`src/logic/mrb_pkg.sv`:
```
package mrb_pkg;
    // Printed offsets are word indices; byte address is four times the index
    localparam logic [8:0] IDX_FREQ_INSTANT = 9'h0cb;
    localparam logic [8:0] IDX_ACTIVE_POWER_A_INSTANT = 9'h0cc;
    localparam logic [8:0] IDX_REACTIVE_POWER_INSTANT = 9'h0cd;
    localparam logic [8:0] IDX_CURRENT_RMS_A_INSTANT = 9'h0ce;
    localparam logic [8:0] IDX_VOLTAGE_RMS_INSTANT = 9'h0cf;
    localparam logic [8:0] IDX_ACTIVE_POWER_A_AVERAGE = 9'h0d0;
    localparam logic [8:0] IDX_REACTIVE_POWER_AVERAGE = 9'h0d1;
    localparam logic [8:0] IDX_FREQ_AVERAGE = 9'h0d2;
    localparam logic [8:0] IDX_CURRENT_RMS_A_AVERAGE = 9'h0d3;
    localparam logic [8:0] IDX_VOLTAGE_RMS_AVERAGE = 9'h0d4;
    localparam logic [8:0] IDX_VOLTAGE_DC_INSTANT = 9'h0d9;
    localparam logic [8:0] IDX_CURRENT_A_DC_INSTANT = 9'h0da;
    localparam logic [8:0] IDX_STATUS_FLAG_CLEAR = 9'h19d;
    localparam logic [8:0] IDX_IRQ_STATUS = 9'h1a0;
    localparam logic [8:0] IDX_IRQ_MASK = 9'h1a1;
    localparam int NUM_RESULTS = 12;
    localparam int BIT_PHASE_DONE = 9;
    localparam int BIT_POWER_DOWN = 6;
    localparam logic [31:0] RESULT_RESET = 32'h0000_0000;
    localparam logic [1:0] IRQ_RESET = 2'h0;
    // Metering clock and refresh periods
    localparam longint METER_CLK_HZ = 3276800;
    localparam int SYS_CLK_HZ = 40000000;
    localparam int PERIOD_FREQ_INST_MS = 20;
    localparam int PERIOD_POWER_INST_MS = 160;
    localparam int PERIOD_RMS_INST_MS = 10;
    localparam int PERIOD_POWER_AVG_MS = 640;
    localparam int PERIOD_FREQ_AVG_MS = 320;
    localparam int PERIOD_RMS_AVG_MS = 320;
    localparam int SETTLE_POWER_INST_MS = 480;
    localparam int SETTLE_RMS_INST_MS = 160;
    localparam int SETTLE_POWER_AVG_MS = 1280;
    localparam int SETTLE_RMS_AVG_MS = 960;
    // Base tick is 10 ms; each refresh period is a whole multiple of it
    localparam int TICK_MS = 10;
    localparam int TICK_CYCLES = SYS_CLK_HZ / 1000 * TICK_MS;
    localparam int TICKS_FREQ_INST = PERIOD_FREQ_INST_MS / TICK_MS;
    localparam int TICKS_POWER_INST = PERIOD_POWER_INST_MS / TICK_MS;
    localparam int TICKS_RMS_INST = PERIOD_RMS_INST_MS / TICK_MS;
    localparam int TICKS_POWER_AVG = PERIOD_POWER_AVG_MS / TICK_MS;
    localparam int TICKS_FREQ_AVG = PERIOD_FREQ_AVG_MS / TICK_MS;
    localparam int TICKS_RMS_AVG = PERIOD_RMS_AVG_MS / TICK_MS;
    localparam logic [1:0] RESP_OKAY = 2'h0;
    localparam logic [1:0] RESP_SLVERR = 2'h2;
endpackage

```
`src/logic/mrb_result_bank.sv`:
```
module mrb_result_bank #(
    parameter int TICK_CYCLES = mrb_pkg::TICK_CYCLES
) (
    input wire logic clock,
    input wire logic srst,
    input wire logic rxReset,
    input wire logic swReset,
    input wire logic [31:0] meterFreq,
    input wire logic [31:0] meterActivePower,
    input wire logic [31:0] meterReactivePower,
    input wire logic [31:0] meterCurrentRms,
    input wire logic [31:0] meterVoltageRms,
    input wire logic [31:0] meterVoltageDc,
    input wire logic [31:0] meterCurrentDc,
    input wire logic phaseDone,
    input wire logic powerDown,
    input wire logic [31:0] s_axi_awaddr,
    input wire logic s_axi_awvalid,
    output logic s_axi_awready,
    input wire logic [31:0] s_axi_wdata,
    input wire logic [3:0] s_axi_wstrb,
    input wire logic s_axi_wvalid,
    output logic s_axi_wready,
    output logic [1:0] s_axi_bresp,
    output logic s_axi_bvalid,
    input wire logic s_axi_bready,
    input wire logic [31:0] s_axi_araddr,
    input wire logic s_axi_arvalid,
    output logic s_axi_arready,
    output logic [31:0] s_axi_rdata,
    output logic [1:0] s_axi_rresp,
    output logic s_axi_rvalid,
    input wire logic s_axi_rready,
    output logic irq
);
    if (TICK_CYCLES < 2 || TICK_CYCLES > 16777215) begin : gTickRange
        $error("TICK_CYCLES out of range");
    end

    ////////////////////////////////////////////////////////////////////////////
    typedef struct packed {
        logic [23:0] tickCnt;
        logic [5:0] tickNum;
        logic [11:0][31:0] result;
        logic phaseDoneLatched;
        logic powerDownLatched;
        logic [1:0] irqStatus;
        logic [1:0] irqMask;
        logic awHeld;
        logic [8:0] awIdx;
        logic awBad;
        logic wHeld;
        logic [31:0] wData;
        logic [3:0] wStrb;
        logic bValid;
        logic [1:0] bResp;
        logic rValid;
        logic [31:0] rData;
        logic [1:0] rResp;
        logic phaseSync1;
        logic phaseSync2;
        logic pdSync1;
        logic pdSync2;
        logic phasePrev;
        logic pdPrev;
    } mrb_state_t;

    mrb_state_t state_q;
    mrb_state_t state_d;
    logic anyReset;
    logic tick;
    logic [11:0] refresh;
    logic [11:0][31:0] source;
    logic writeFire;
    logic phaseSet;
    logic pdSet;
    logic [31:0] clearWord;
    logic [31:0] readWord;
    logic readHit;
    logic writeHit;
    logic [31:0] wMask;

    assign anyReset = srst || rxReset || swReset;
    assign tick = (state_q.tickCnt == 24'(TICK_CYCLES - 1));
    assign source = {meterCurrentDc, meterVoltageDc, meterVoltageRms, meterCurrentRms,
        meterFreq, meterReactivePower, meterActivePower, meterVoltageRms,
        meterCurrentRms, meterReactivePower, meterActivePower, meterFreq};

    ////////////////////////////////////////////////////////////////////////////
    // Refresh strobes, each a multiple of the 10 ms tick; tickNum wraps at 64
    // so every period (1,2,16,32,64 ticks) divides it evenly.
    always_comb begin
        refresh[0] = tick && (state_q.tickNum % mrb_pkg::TICKS_FREQ_INST
            == mrb_pkg::TICKS_FREQ_INST - 1);
        refresh[1] = tick && (state_q.tickNum % mrb_pkg::TICKS_POWER_INST
            == mrb_pkg::TICKS_POWER_INST - 1);
        refresh[2] = refresh[1];
        refresh[3] = tick;
        refresh[4] = tick;
        refresh[5] = tick && (state_q.tickNum % mrb_pkg::TICKS_POWER_AVG
            == mrb_pkg::TICKS_POWER_AVG - 1);
        refresh[6] = refresh[5];
        refresh[7] = tick && (state_q.tickNum % mrb_pkg::TICKS_FREQ_AVG
            == mrb_pkg::TICKS_FREQ_AVG - 1);
        refresh[8] = tick && (state_q.tickNum % mrb_pkg::TICKS_RMS_AVG
            == mrb_pkg::TICKS_RMS_AVG - 1);
        refresh[9] = refresh[8];
        refresh[10] = tick;
        refresh[11] = tick;
    end

    ////////////////////////////////////////////////////////////////////////////
    always_comb begin
        readHit = 1'b1;
        readWord = 32'h0000_0000;
        case (s_axi_araddr[10:2])
            mrb_pkg::IDX_FREQ_INSTANT: readWord = state_q.result[0];
            mrb_pkg::IDX_ACTIVE_POWER_A_INSTANT: readWord = state_q.result[1];
            mrb_pkg::IDX_REACTIVE_POWER_INSTANT: readWord = state_q.result[2];
            mrb_pkg::IDX_CURRENT_RMS_A_INSTANT: readWord = state_q.result[3];
            mrb_pkg::IDX_VOLTAGE_RMS_INSTANT: readWord = state_q.result[4];
            mrb_pkg::IDX_ACTIVE_POWER_A_AVERAGE: readWord = state_q.result[5];
            mrb_pkg::IDX_REACTIVE_POWER_AVERAGE: readWord = state_q.result[6];
            mrb_pkg::IDX_FREQ_AVERAGE: readWord = state_q.result[7];
            mrb_pkg::IDX_CURRENT_RMS_A_AVERAGE: readWord = state_q.result[8];
            mrb_pkg::IDX_VOLTAGE_RMS_AVERAGE: readWord = state_q.result[9];
            mrb_pkg::IDX_VOLTAGE_DC_INSTANT: readWord = state_q.result[10];
            mrb_pkg::IDX_CURRENT_A_DC_INSTANT: readWord = state_q.result[11];
            mrb_pkg::IDX_STATUS_FLAG_CLEAR: begin
                // Reserved bits read as zero; software must not rely on it
                readWord[mrb_pkg::BIT_PHASE_DONE] = state_q.phaseDoneLatched;
                readWord[mrb_pkg::BIT_POWER_DOWN] = state_q.powerDownLatched;
            end
            mrb_pkg::IDX_IRQ_STATUS: readWord[1:0] = state_q.irqStatus;
            mrb_pkg::IDX_IRQ_MASK: readWord[1:0] = state_q.irqMask;
            default: readHit = 1'b0;
        endcase
        if (s_axi_araddr[31:11] != 21'h0 || s_axi_araddr[1:0] != 2'h0) begin
            readHit = 1'b0;
        end
    end

    ////////////////////////////////////////////////////////////////////////////
    assign writeFire = state_q.awHeld && state_q.wHeld && !state_q.bValid;
    assign phaseSet = state_q.phaseSync2 && !state_q.phasePrev;
    assign pdSet = state_q.pdSync2;
    assign wMask = {{8{state_q.wStrb[3]}}, {8{state_q.wStrb[2]}}, {8{state_q.wStrb[1]}},
        {8{state_q.wStrb[0]}}};
    // Each byte lane clears only the flags that it carries
    assign clearWord = (writeFire && !state_q.awBad
        && state_q.awIdx == mrb_pkg::IDX_STATUS_FLAG_CLEAR)
        ? (state_q.wData & wMask) : 32'h0;

    ////////////////////////////////////////////////////////////////////////////
    // Write decode: result words answer OKAY but keep their value
    always_comb begin
        writeHit = 1'b0;
        case (state_q.awIdx)
            mrb_pkg::IDX_FREQ_INSTANT,
            mrb_pkg::IDX_ACTIVE_POWER_A_INSTANT,
            mrb_pkg::IDX_REACTIVE_POWER_INSTANT,
            mrb_pkg::IDX_CURRENT_RMS_A_INSTANT,
            mrb_pkg::IDX_VOLTAGE_RMS_INSTANT,
            mrb_pkg::IDX_ACTIVE_POWER_A_AVERAGE,
            mrb_pkg::IDX_REACTIVE_POWER_AVERAGE,
            mrb_pkg::IDX_FREQ_AVERAGE,
            mrb_pkg::IDX_CURRENT_RMS_A_AVERAGE,
            mrb_pkg::IDX_VOLTAGE_RMS_AVERAGE,
            mrb_pkg::IDX_VOLTAGE_DC_INSTANT,
            mrb_pkg::IDX_CURRENT_A_DC_INSTANT,
            mrb_pkg::IDX_STATUS_FLAG_CLEAR,
            mrb_pkg::IDX_IRQ_STATUS,
            mrb_pkg::IDX_IRQ_MASK: writeHit = !state_q.awBad;
            default: writeHit = 1'b0;
        endcase
    end

    always_comb begin
        state_d = state_q;
        state_d.phaseSync1 = phaseDone;
        state_d.phaseSync2 = state_q.phaseSync1;
        state_d.pdSync1 = powerDown;
        state_d.pdSync2 = state_q.pdSync1;
        state_d.phasePrev = state_q.phaseSync2;
        state_d.pdPrev = state_q.pdSync2;
        state_d.tickCnt = tick ? 24'h0 : state_q.tickCnt + 24'h1;
        if (tick) begin
            state_d.tickNum = state_q.tickNum + 6'h1;
        end
        for (int i = 0; i < mrb_pkg::NUM_RESULTS; i++) begin
            if (refresh[i]) begin
                state_d.result[i] = source[i];
            end
        end
        // Clear first, then set so a coincident event survives
        if (clearWord[mrb_pkg::BIT_PHASE_DONE]) begin
            state_d.phaseDoneLatched = 1'b0;
        end
        if (phaseSet) begin
            state_d.phaseDoneLatched = 1'b1;
        end
        if (clearWord[mrb_pkg::BIT_POWER_DOWN]) begin
            state_d.powerDownLatched = 1'b0;
        end
        if (pdSet) begin
            state_d.powerDownLatched = 1'b1;
        end
        // Interrupt status: bit0 phase done, bit1 power down; write one clears
        if (writeFire && !state_q.awBad && state_q.awIdx == mrb_pkg::IDX_IRQ_STATUS
                && state_q.wStrb[0]) begin
            state_d.irqStatus = state_q.irqStatus & ~state_q.wData[1:0];
        end
        if (phaseSet) begin
            state_d.irqStatus[0] = 1'b1;
        end
        if (pdSet && !state_q.pdPrev) begin
            state_d.irqStatus[1] = 1'b1;
        end
        if (writeFire && !state_q.awBad && state_q.awIdx == mrb_pkg::IDX_IRQ_MASK
                && state_q.wStrb[0]) begin
            state_d.irqMask = state_q.wData[1:0];
        end
        // AXI write: address and data taken in either order, answer after both
        if (s_axi_awvalid && !state_q.awHeld) begin
            state_d.awHeld = 1'b1;
            state_d.awIdx = s_axi_awaddr[10:2];
            state_d.awBad = s_axi_awaddr[31:11] != 21'h0 || s_axi_awaddr[1:0] != 2'h0;
        end
        if (s_axi_wvalid && !state_q.wHeld) begin
            state_d.wHeld = 1'b1;
            state_d.wData = s_axi_wdata;
            state_d.wStrb = s_axi_wstrb;
        end
        if (writeFire) begin
            state_d.bValid = 1'b1;
            // Result words are read-only: writes are accepted but change nothing
            state_d.bResp = writeHit ? mrb_pkg::RESP_OKAY : mrb_pkg::RESP_SLVERR;
            state_d.awHeld = 1'b0;
            state_d.wHeld = 1'b0;
        end
        if (state_q.bValid && s_axi_bready) begin
            state_d.bValid = 1'b0;
        end
        if (s_axi_arvalid && !state_q.rValid) begin
            state_d.rValid = 1'b1;
            state_d.rData = readHit ? readWord : 32'h0000_0000;
            state_d.rResp = readHit ? mrb_pkg::RESP_OKAY : mrb_pkg::RESP_SLVERR;
        end
        if (state_q.rValid && s_axi_rready) begin
            state_d.rValid = 1'b0;
        end
    end

    always_ff @(posedge clock) begin
        if (anyReset) begin
            state_q <= '0;
            state_q.irqStatus <= mrb_pkg::IRQ_RESET;
            state_q.irqMask <= mrb_pkg::IRQ_RESET;
        end else begin
            state_q <= state_d;
        end
    end

    assign s_axi_awready = !state_q.awHeld;
    assign s_axi_wready = !state_q.wHeld;
    assign s_axi_bvalid = state_q.bValid;
    assign s_axi_bresp = state_q.bResp;
    assign s_axi_arready = !state_q.rValid;
    assign s_axi_rvalid = state_q.rValid;
    assign s_axi_rdata = state_q.rData;
    assign s_axi_rresp = state_q.rResp;
    assign irq = |(state_q.irqStatus & state_q.irqMask);
endmodule

```
`config.mk`:
```
export PLATFORM = sky130hd
export DESIGN_NAME = mrb_result_bank
export DESIGN_NICKNAME = d
export VERILOG_FILES = /design/src/logic/mrb_pkg.sv /design/src/logic/mrb_result_bank.sv
export SDC_FILE = /design/constraint.sdc
export NUM_CORES = 1
export LEC_CHECK = 0
export BUFFER_PORTS_ARGS = -buffer_cell sky130_fd_sc_hd__buf_2
export CORE_MARGIN = 2
export CORE_UTILIZATION = 50
export CTS_CLUSTER_SIZE = 28
export DETAILED_ROUTE_END_ITERATION = 7
export HOLD_SLACK_MARGIN = 0.05
export PLACE_DENSITY = 0.81
export SETUP_SLACK_MARGIN = 0.02
export SYNTH_ARGS = -nofsm -noshare
export SYNTH_HDL_FRONTEND = slang
export SYNTH_SLANG_ARGS = --single-unit
```
`constraint.sdc`:
```
create_clock -name clock -period 3.1 [get_ports clock]
set_input_delay 0.31 -clock clock [delete_from_list [all_inputs] [get_ports clock]]
set_output_delay 0.31 -clock clock [all_outputs]
set_load 0.01 [all_outputs]
```
==> results_dict.tcl, run 1 <==
set metrics [dict create \
    outcome "completed" \
    cp-start-kind "register" \
    final_cells 3654 \
    post_drt_wl_per_cell_um 22.8 \
    leakage_uw 0.00927 \
    setup_violations 0 \
    die_h_um 209 \
    synth.distinct_cells 79 \
    drt-initial-drc-count 2623 \
    synth_top_cell_by_area "dfxtp_1" \
    ys_seq_elements 480 \
    syn_inst 2594 \
    seqCellArea_um2 9610 \
    path_clk_slew_ns 0.06 \
    htreeDepth 2 \
    cp-endpoint "state_q[317]$_SDFFE_PP0P_" \
    grt_usage_pct 37.1 \
    cts.sinks 480 \
    gp_congestion 1.00 \
    reg2reg_from "state_q[488]$_SDFF_PP0_" \
    layout_commonest_cell "nand2_1" \
    pwr-share-comb_pct 6.6 \
    arrival_ns 3.28 \
    grt_pass1_vias 21100 \
    fin_crit_ns 2.75 \
    initial_core_util_pct 50.4 \
    clock-root-buffer "clkbuf_16" \
    ir_worst_vdd_mv 0.407 \
    fin_crit_sh_pct 88.7 \
    maxCapViolations 0 \
    rr_worst_depth 7 \
    synth_edf_count 0 \
    hp-class "in2reg" \
    ys.flop_type "dfxtp_1" \
    p_total_uw 13400 \
    cts_tree "yes" \
    clk_path_buf_depth 3 \
    postSynth.asyncResetShare_pct 0 \
    r2r-end "state_q[317]$_SDFFE_PP0P_" \
    seqPwrFrac_pct 46.3 \
    crit_start "state_q[488]$_SDFF_PP0_" \
    yosysWarnings 0 \
    final_cell_mix "nand2_1 (847), dfxtp_1 (480), a21oi_1 (417)" \
    die_x_um 209 \
    switching_share_pct 23.1 \
    dieArea_um2 43600 \
    final-hold-violation-count 0 \
    grt_pass1_wl_um 124000 \
    fmaxAchievable_mhz 364 \
    fillers 3431 \
    dr.pass1.iters 8 \
    netlist_area_um2 21000 \
    relSlewSlack_pct 12.3 \
    antenna_found_initial 9 \
    hold_slack_ns 0.0707 \
    routed-wl-met3_um 7400 \
    setup-tns-final_ns 0 \
    grt_max_degree 243 \
    overflow 0 \
    critPathRequiredTime_ns 3.63 \
    syn2layout_area_growth_pct 28.0 \
    final_nets 3407 \
    finalMaxSlewViolations 0 \
    num_vias 21900 \
    tightest_slew_ns 1.32 \
    cts_inserted_buffers 50 \
    multi_input_area_um2 10000 \
    skew_ns 0.0286 \
    core-area_um2 41700 \
    ant_nets 0 \
    powerDensity_nw_per_um2 497 \
    yosysSeqAreaShare_pct 45.8 \
    dp.cells 3307 \
    route.met2.wl_um 38800 \
    synth.top_cell.area_share_pct 45.8 \
    worstSetupEndpointType "register" \
    cts-resized-gates 0 \
    clock_latency_ns 0.62 \
    r2r_slack_ns 0.35 \
    layout-drive-gt1-share_pct 17.6 \
    drc 0 \
    crit_fanout 41 \
    rows 75 \
    dp_hpwl_um 55500 \
    synthTopCellsByArea "dfxtp_1 (46%), nand2_1 (15%), a21oi_1 (9.9%), mux2i_1 (2.5%), mux4_2 (2.1%)" \
    synth_area_per_cell_um2 8.09 \
    p_clk_share_pct 47.1 \
    io_buffers 344 \
    wl_met1_um 30200 \
    p_switching_uw 3080 \
    viasPerCell 5.98 \
    io-pin-count 377 \
    highest_layer "met5" \
    crit_type "reg2reg" \
    rsz0062_at_grt "false" \
    p_int_uw 10300 \
    totalWireLength_um 83200 \
]
-- layout make-up --
class / count / area share, %
Sequential cell: 480 / 35.8
Timing Repair Buffer: 655 / 17.8
Clock inverter: 20 / 0.833
Antenna cell: 9 / 0.0838
Clock buffer: 69 / 5.52
Tap cell: 539 / 2.51
Inverter: 12 / 0.168
Multi-Input combinational cell: 1870 / 37.3
-- kinds of logic after synthesis --
| logic type | synth area share (%) |
|---|---|
| XOR/XNOR | 1.00 |
| AND/OR/NAND/NOR | 23.4 |
| AO/OA/AOI/OAI | 17.8 |
| other | 0.0179 |
| buffers and inverters | 6.68 |
| multiplexers | 5.22 |
| flip-flops | 45.8 |
| adder cells (fa/ha/maj) | 0.179 |
-- flip-flops by register name, indices dropped and copies added, names as in the netlist --
signal,flops
state_q,440
s_axi_rdata,32
state_d,3
pdSet,1
s_axi_bresp,1
s_axi_bvalid,1
s_axi_rresp,1
s_axi_rvalid,1
-- power groups by stage --
stage          clock network (uW)  logic, uW  registers [uW]
2_1_floorplan                   0        236            6320
3_3_place_gp                    0        592            6320
3_5_place_dp                    0        600            6320
4_1_cts                      6310        852            6180
5_1_grt                      6580        922            6180
6_report                     6300        887            6180
-- how the worst min path moves through the flow --
stage,from,endpoint,slack (ns),cells after the start
6_report,s_axi_awaddr[19],state_q[81]$_SDFFE_PP0P_,0.07,5
5_1_grt,s_axi_awaddr[12],state_q[81]$_SDFFE_PP0P_,0.08,5
4_1_cts,rxReset,state_d[2]$_SDFF_PP0_,0.05,3
3_5_place_dp,state_d[2]$_SDFF_PP0_,pdSet$_SDFF_PP0_,0.42,1
3_3_place_gp,state_d[4]$_SDFF_PP0_,state_d[1]$_SDFF_PP0_,0.41,1
2_1_floorplan,state_d[2]$_SDFF_PP0_,pdSet$_SDFF_PP0_,0.41,1
-- timing repair --
action | in CTS | in global routing
hold buffers | 249 | 0
setup buffers | 0 | 0
hold endpoints to repair | 404 | 0
-- cell usage after synthesis, types with 23 or more instances --
| cell type | number |
|---|---|
| a21oi_1 | 417 |
| buf_6 | 27 |
| buf_4 | 56 |
| mux2i_1 | 52 |
| buf_2 | 54 |
| o21ai_0 | 23 |
| nor2_1 | 69 |
| clkbuf_1 | 93 |
| nand2_1 | 847 |
| nand3_1 | 35 |
| a22oi_1 | 58 |
| dfxtp_1 | 480 |
| a22o_1 | 24 |
-- per-stage QoR --
step / instance area [um2] / utilization, % / setup slack, ns
global placement: 22700 / 54.4 / 0.482
CTS: 26900 / 64.5 / 0.415
global route: 26900 / 64.5 / 0.197
detailed placement: 22700 / 54.4 / 0.437
finish: 26900 / 64.5 / 0.351
floorplan: 21000 / - / 1.16
-- worst max-delay path: stages, from the launching register on --
cell and delay, ns:
dfxtp_1 0.35, ha_1 0.24, nand3_1 0.21, nor4_4 0.67, and4_2 0.38, buf_4 0.46, nand2_1 0.14, a21oi_1 0.17
-- layer usage --
metal	GRT usage [%]	vias up
li1	-	9821
met1	43.5	10400
met2	61.1	1329
met3	7.17	342
met4	26.5	2
met5	0	-
Note: power is estimated with default switching activity, not from simulation.
==> inputs of run 2 (changes only) <==
==> constraint.sdc (replaced) <==
create_clock -name clock -period 2.9 [get_ports clock]
set_input_delay 0.29 -clock clock [delete_from_list [all_inputs] [get_ports clock]]
set_output_delay 0.29 -clock clock [all_outputs]
set_load 0.01 [all_outputs]
==> run 2 against run 1 <==
  * The flow now finishes with violations (design-rule violations)
  * Critical path depth grew 1
  * Flip-flop and latch count unchanged
  * Wire length is 0.32% lower
  * Setup slack worse by 0.096 ns
  * Combinational power increased by 9.0%
  * Clock power increased by 11%
  * Global-route usage down 0.30 points
  * Total power is 9.2% higher
  * Non-clock buffer count grew 13
  * Register-to-register slack got worse by 0.096 ns
  * Fmax is 3.9% higher
  * Largest cell class unchanged
  * Highest routed layer is now met4
==> results_dict.tcl, run 2 (synthesis results as in run 1) <==
set metrics [dict create \
    arrival_ns 3.17 \
    p_int_uw 11300 \
    path_clk_slew_ns 0.06 \
    slowest_stage "nor4_4" \
    seqCellArea_um2 9610 \
    cts_inserted_buffers 50 \
    p_clk_share_pct 48.1 \
    antenna_found_initial 6 \
    die_x_um 209 \
    largest_reg_flops 440 \
    finalMaxSlewViolations 0 \
    relSlewSlack_pct 13.9 \
    grt_max_degree 234 \
    final_cell_mix "nand2_1 (847), dfxtp_1 (480), a21oi_1 (417)" \
    rows 75 \
    grt_usage_pct 36.8 \
    cp-start-kind "register" \
    overflow 0 \
    ir_worst_vdd_mv 0.499 \
    rsz0062_at_grt "false" \
    cts.sinks 480 \
    gp_congestion 0.954 \
    final-hold-violation-count 0 \
    drt-initial-drc-count 2464 \
    fin_crit_sh_pct 91.2 \
    grt_pass1_wl_um 124000 \
    fin_crit_ns 2.65 \
    cts-resized-gates 0 \
    layout_commonest_cell "nand2_1" \
    io_buffers 344 \
    cts_tree "yes" \
    initial_core_util_pct 50.4 \
    final_cells 3667 \
    multi_input_area_um2 10000 \
    viasPerCell 6.02 \
    top_register "state_q" \
    leakage_uw 0.00937 \
    fmaxAchievable_mhz 378 \
    fillers 3418 \
    cp_top_family "simple AND/OR/NAND/NOR gates" \
    dieArea_um2 43600 \
    io-pin-count 377 \
    violations "design-rule violations" \
    p_switching_uw 3280 \
    setup_violations 0 \
    crit_type "reg2reg" \
    dp.cells 3321 \
    num_vias 22100 \
    setup-tns-final_ns 0 \
    switching_share_pct 22.5 \
    path_cells "ha_1 > nand3_1 > nor4_4 > buf_4 > and3_4 > buf_12 > nand2_1 > a21oi_1" \
    maxCapViolations 0 \
    final_nets 3420 \
    skew_ns 0.0117 \
    outcome "complete, but fails checks" \
    clk_path_buf_depth 3 \
    pwr-share-comb_pct 6.6 \
    totalWireLength_um 82900 \
    die_h_um 209 \
    cp_num_buf_inv 2 \
    core-area_um2 41700 \
    grt_pass1_vias 21700 \
    post_drt_wl_per_cell_um 22.6 \
    hp-class "in2reg" \
    ant_nets 0 \
    dr.pass1.iters 8 \
    seqPwrFrac_pct 45.3 \
    clock-root-buffer "clkbuf_16" \
    drc 6 \
    cpPeakStageDelay_ns 0.40 \
    worstSetupEndpointType "register" \
    powerDensity_nw_per_um2 538 \
    crit_fanout 84 \
    clock_latency_ns 0.61 \
    syn2layout_area_growth_pct 29.1 \
    htreeDepth 2 \
    dp_hpwl_um 55200 \
    layout-drive-gt1-share_pct 18.0 \
    critPathRequiredTime_ns 3.42 \
    tightest_slew_ns 1.29 \
]
run 2: power by group through the flow:
stage	clock, uW	combinational [uW]	sequential, uW
detailed placement	0	658	6750
CTS	7000	931	6610
global route	7290	1000	6600
finish	7020	967	6610
floorplan	0	252	6750
global placement	0	652	6750
run 2: through the flow:
stage | utilization, % | total power, uW | area [um2] | hold WS (ns) | worst slack, ns
finish | 65.1 | 14600 | 27100 | 0.144 | 0.254
global route | 65.0 | 14900 | 27100 | 0.146 | 0.0797
CTS | 65.0 | 14500 | 27100 | 0.139 | 0.272
detailed placement | 54.7 | 7410 | 22800 | 0.425 | 0.315
global placement | 54.7 | 7400 | 22800 | 0.411 | 0.440
floorplan | - | 7000 | 21000 | 0.406 | 0.959
run 2: final timing paths:
| path | start | endpoint | slack (ns) | cells past startpoint |
|---|---|---|---|---|
| worst min register to register | state_d[4]$_SDFF_PP0_ | state_d[1]$_SDFF_PP0_ | 0.43 | 1 |
| worst max register to register | state_q[488]$_SDFF_PP0_ | state_q[462]$_SDFFE_PP0P_ | 0.25 | 8 |
| worst min-delay path | s_axi_araddr[23] | s_axi_rresp[1]$_SDFFE_PP0P_ | 0.14 | 4 |
| worst max-delay path | state_q[488]$_SDFF_PP0_ | state_q[462]$_SDFFE_PP0P_ | 0.25 | 8 |
run 2: final cells by class:
| cell class | instances | area share (%) |
|---|---|---|
| clock inverter | 13 | 0.729 |
| timing repair buffer | 668 | 18.1 |
| tap | 539 | 2.49 |
| antenna | 7 | 0.0646 |
| sequential | 480 | 35.5 |
| multi-input combinational | 1870 | 37.0 |
| inverter | 12 | 0.166 |
| clock buffer | 78 | 5.94 |
run 2: timing repair:
item                                    4_1_cts  5_1_grt
setup buffers                                 0        0
hold buffers                                248        0
endpoints found under the setup margin        0        2
endpoints found under the hold margin       405        0
run 2: tightest hold or removal path: stages:
cell	delay, ns
buf_2	0.08
or3_1	0.16
nor3_1	0.06
a21oi_1	0.11
run 2: per-layer routing:
layer / GRT usage, % / share of wire (%) / vias to the layer above / routed length, um
met3: 6.81 / 9.2 / 367 / 7650
met5: 0 / 0 / - / 0
met2: 60.5 / 46 / 1347 / 38400
met4: 28.1 / 8.4 / 0 / 6970
met1: 42.8 / 36 / 10500 / 29800
li1: - / - / 9853 / -
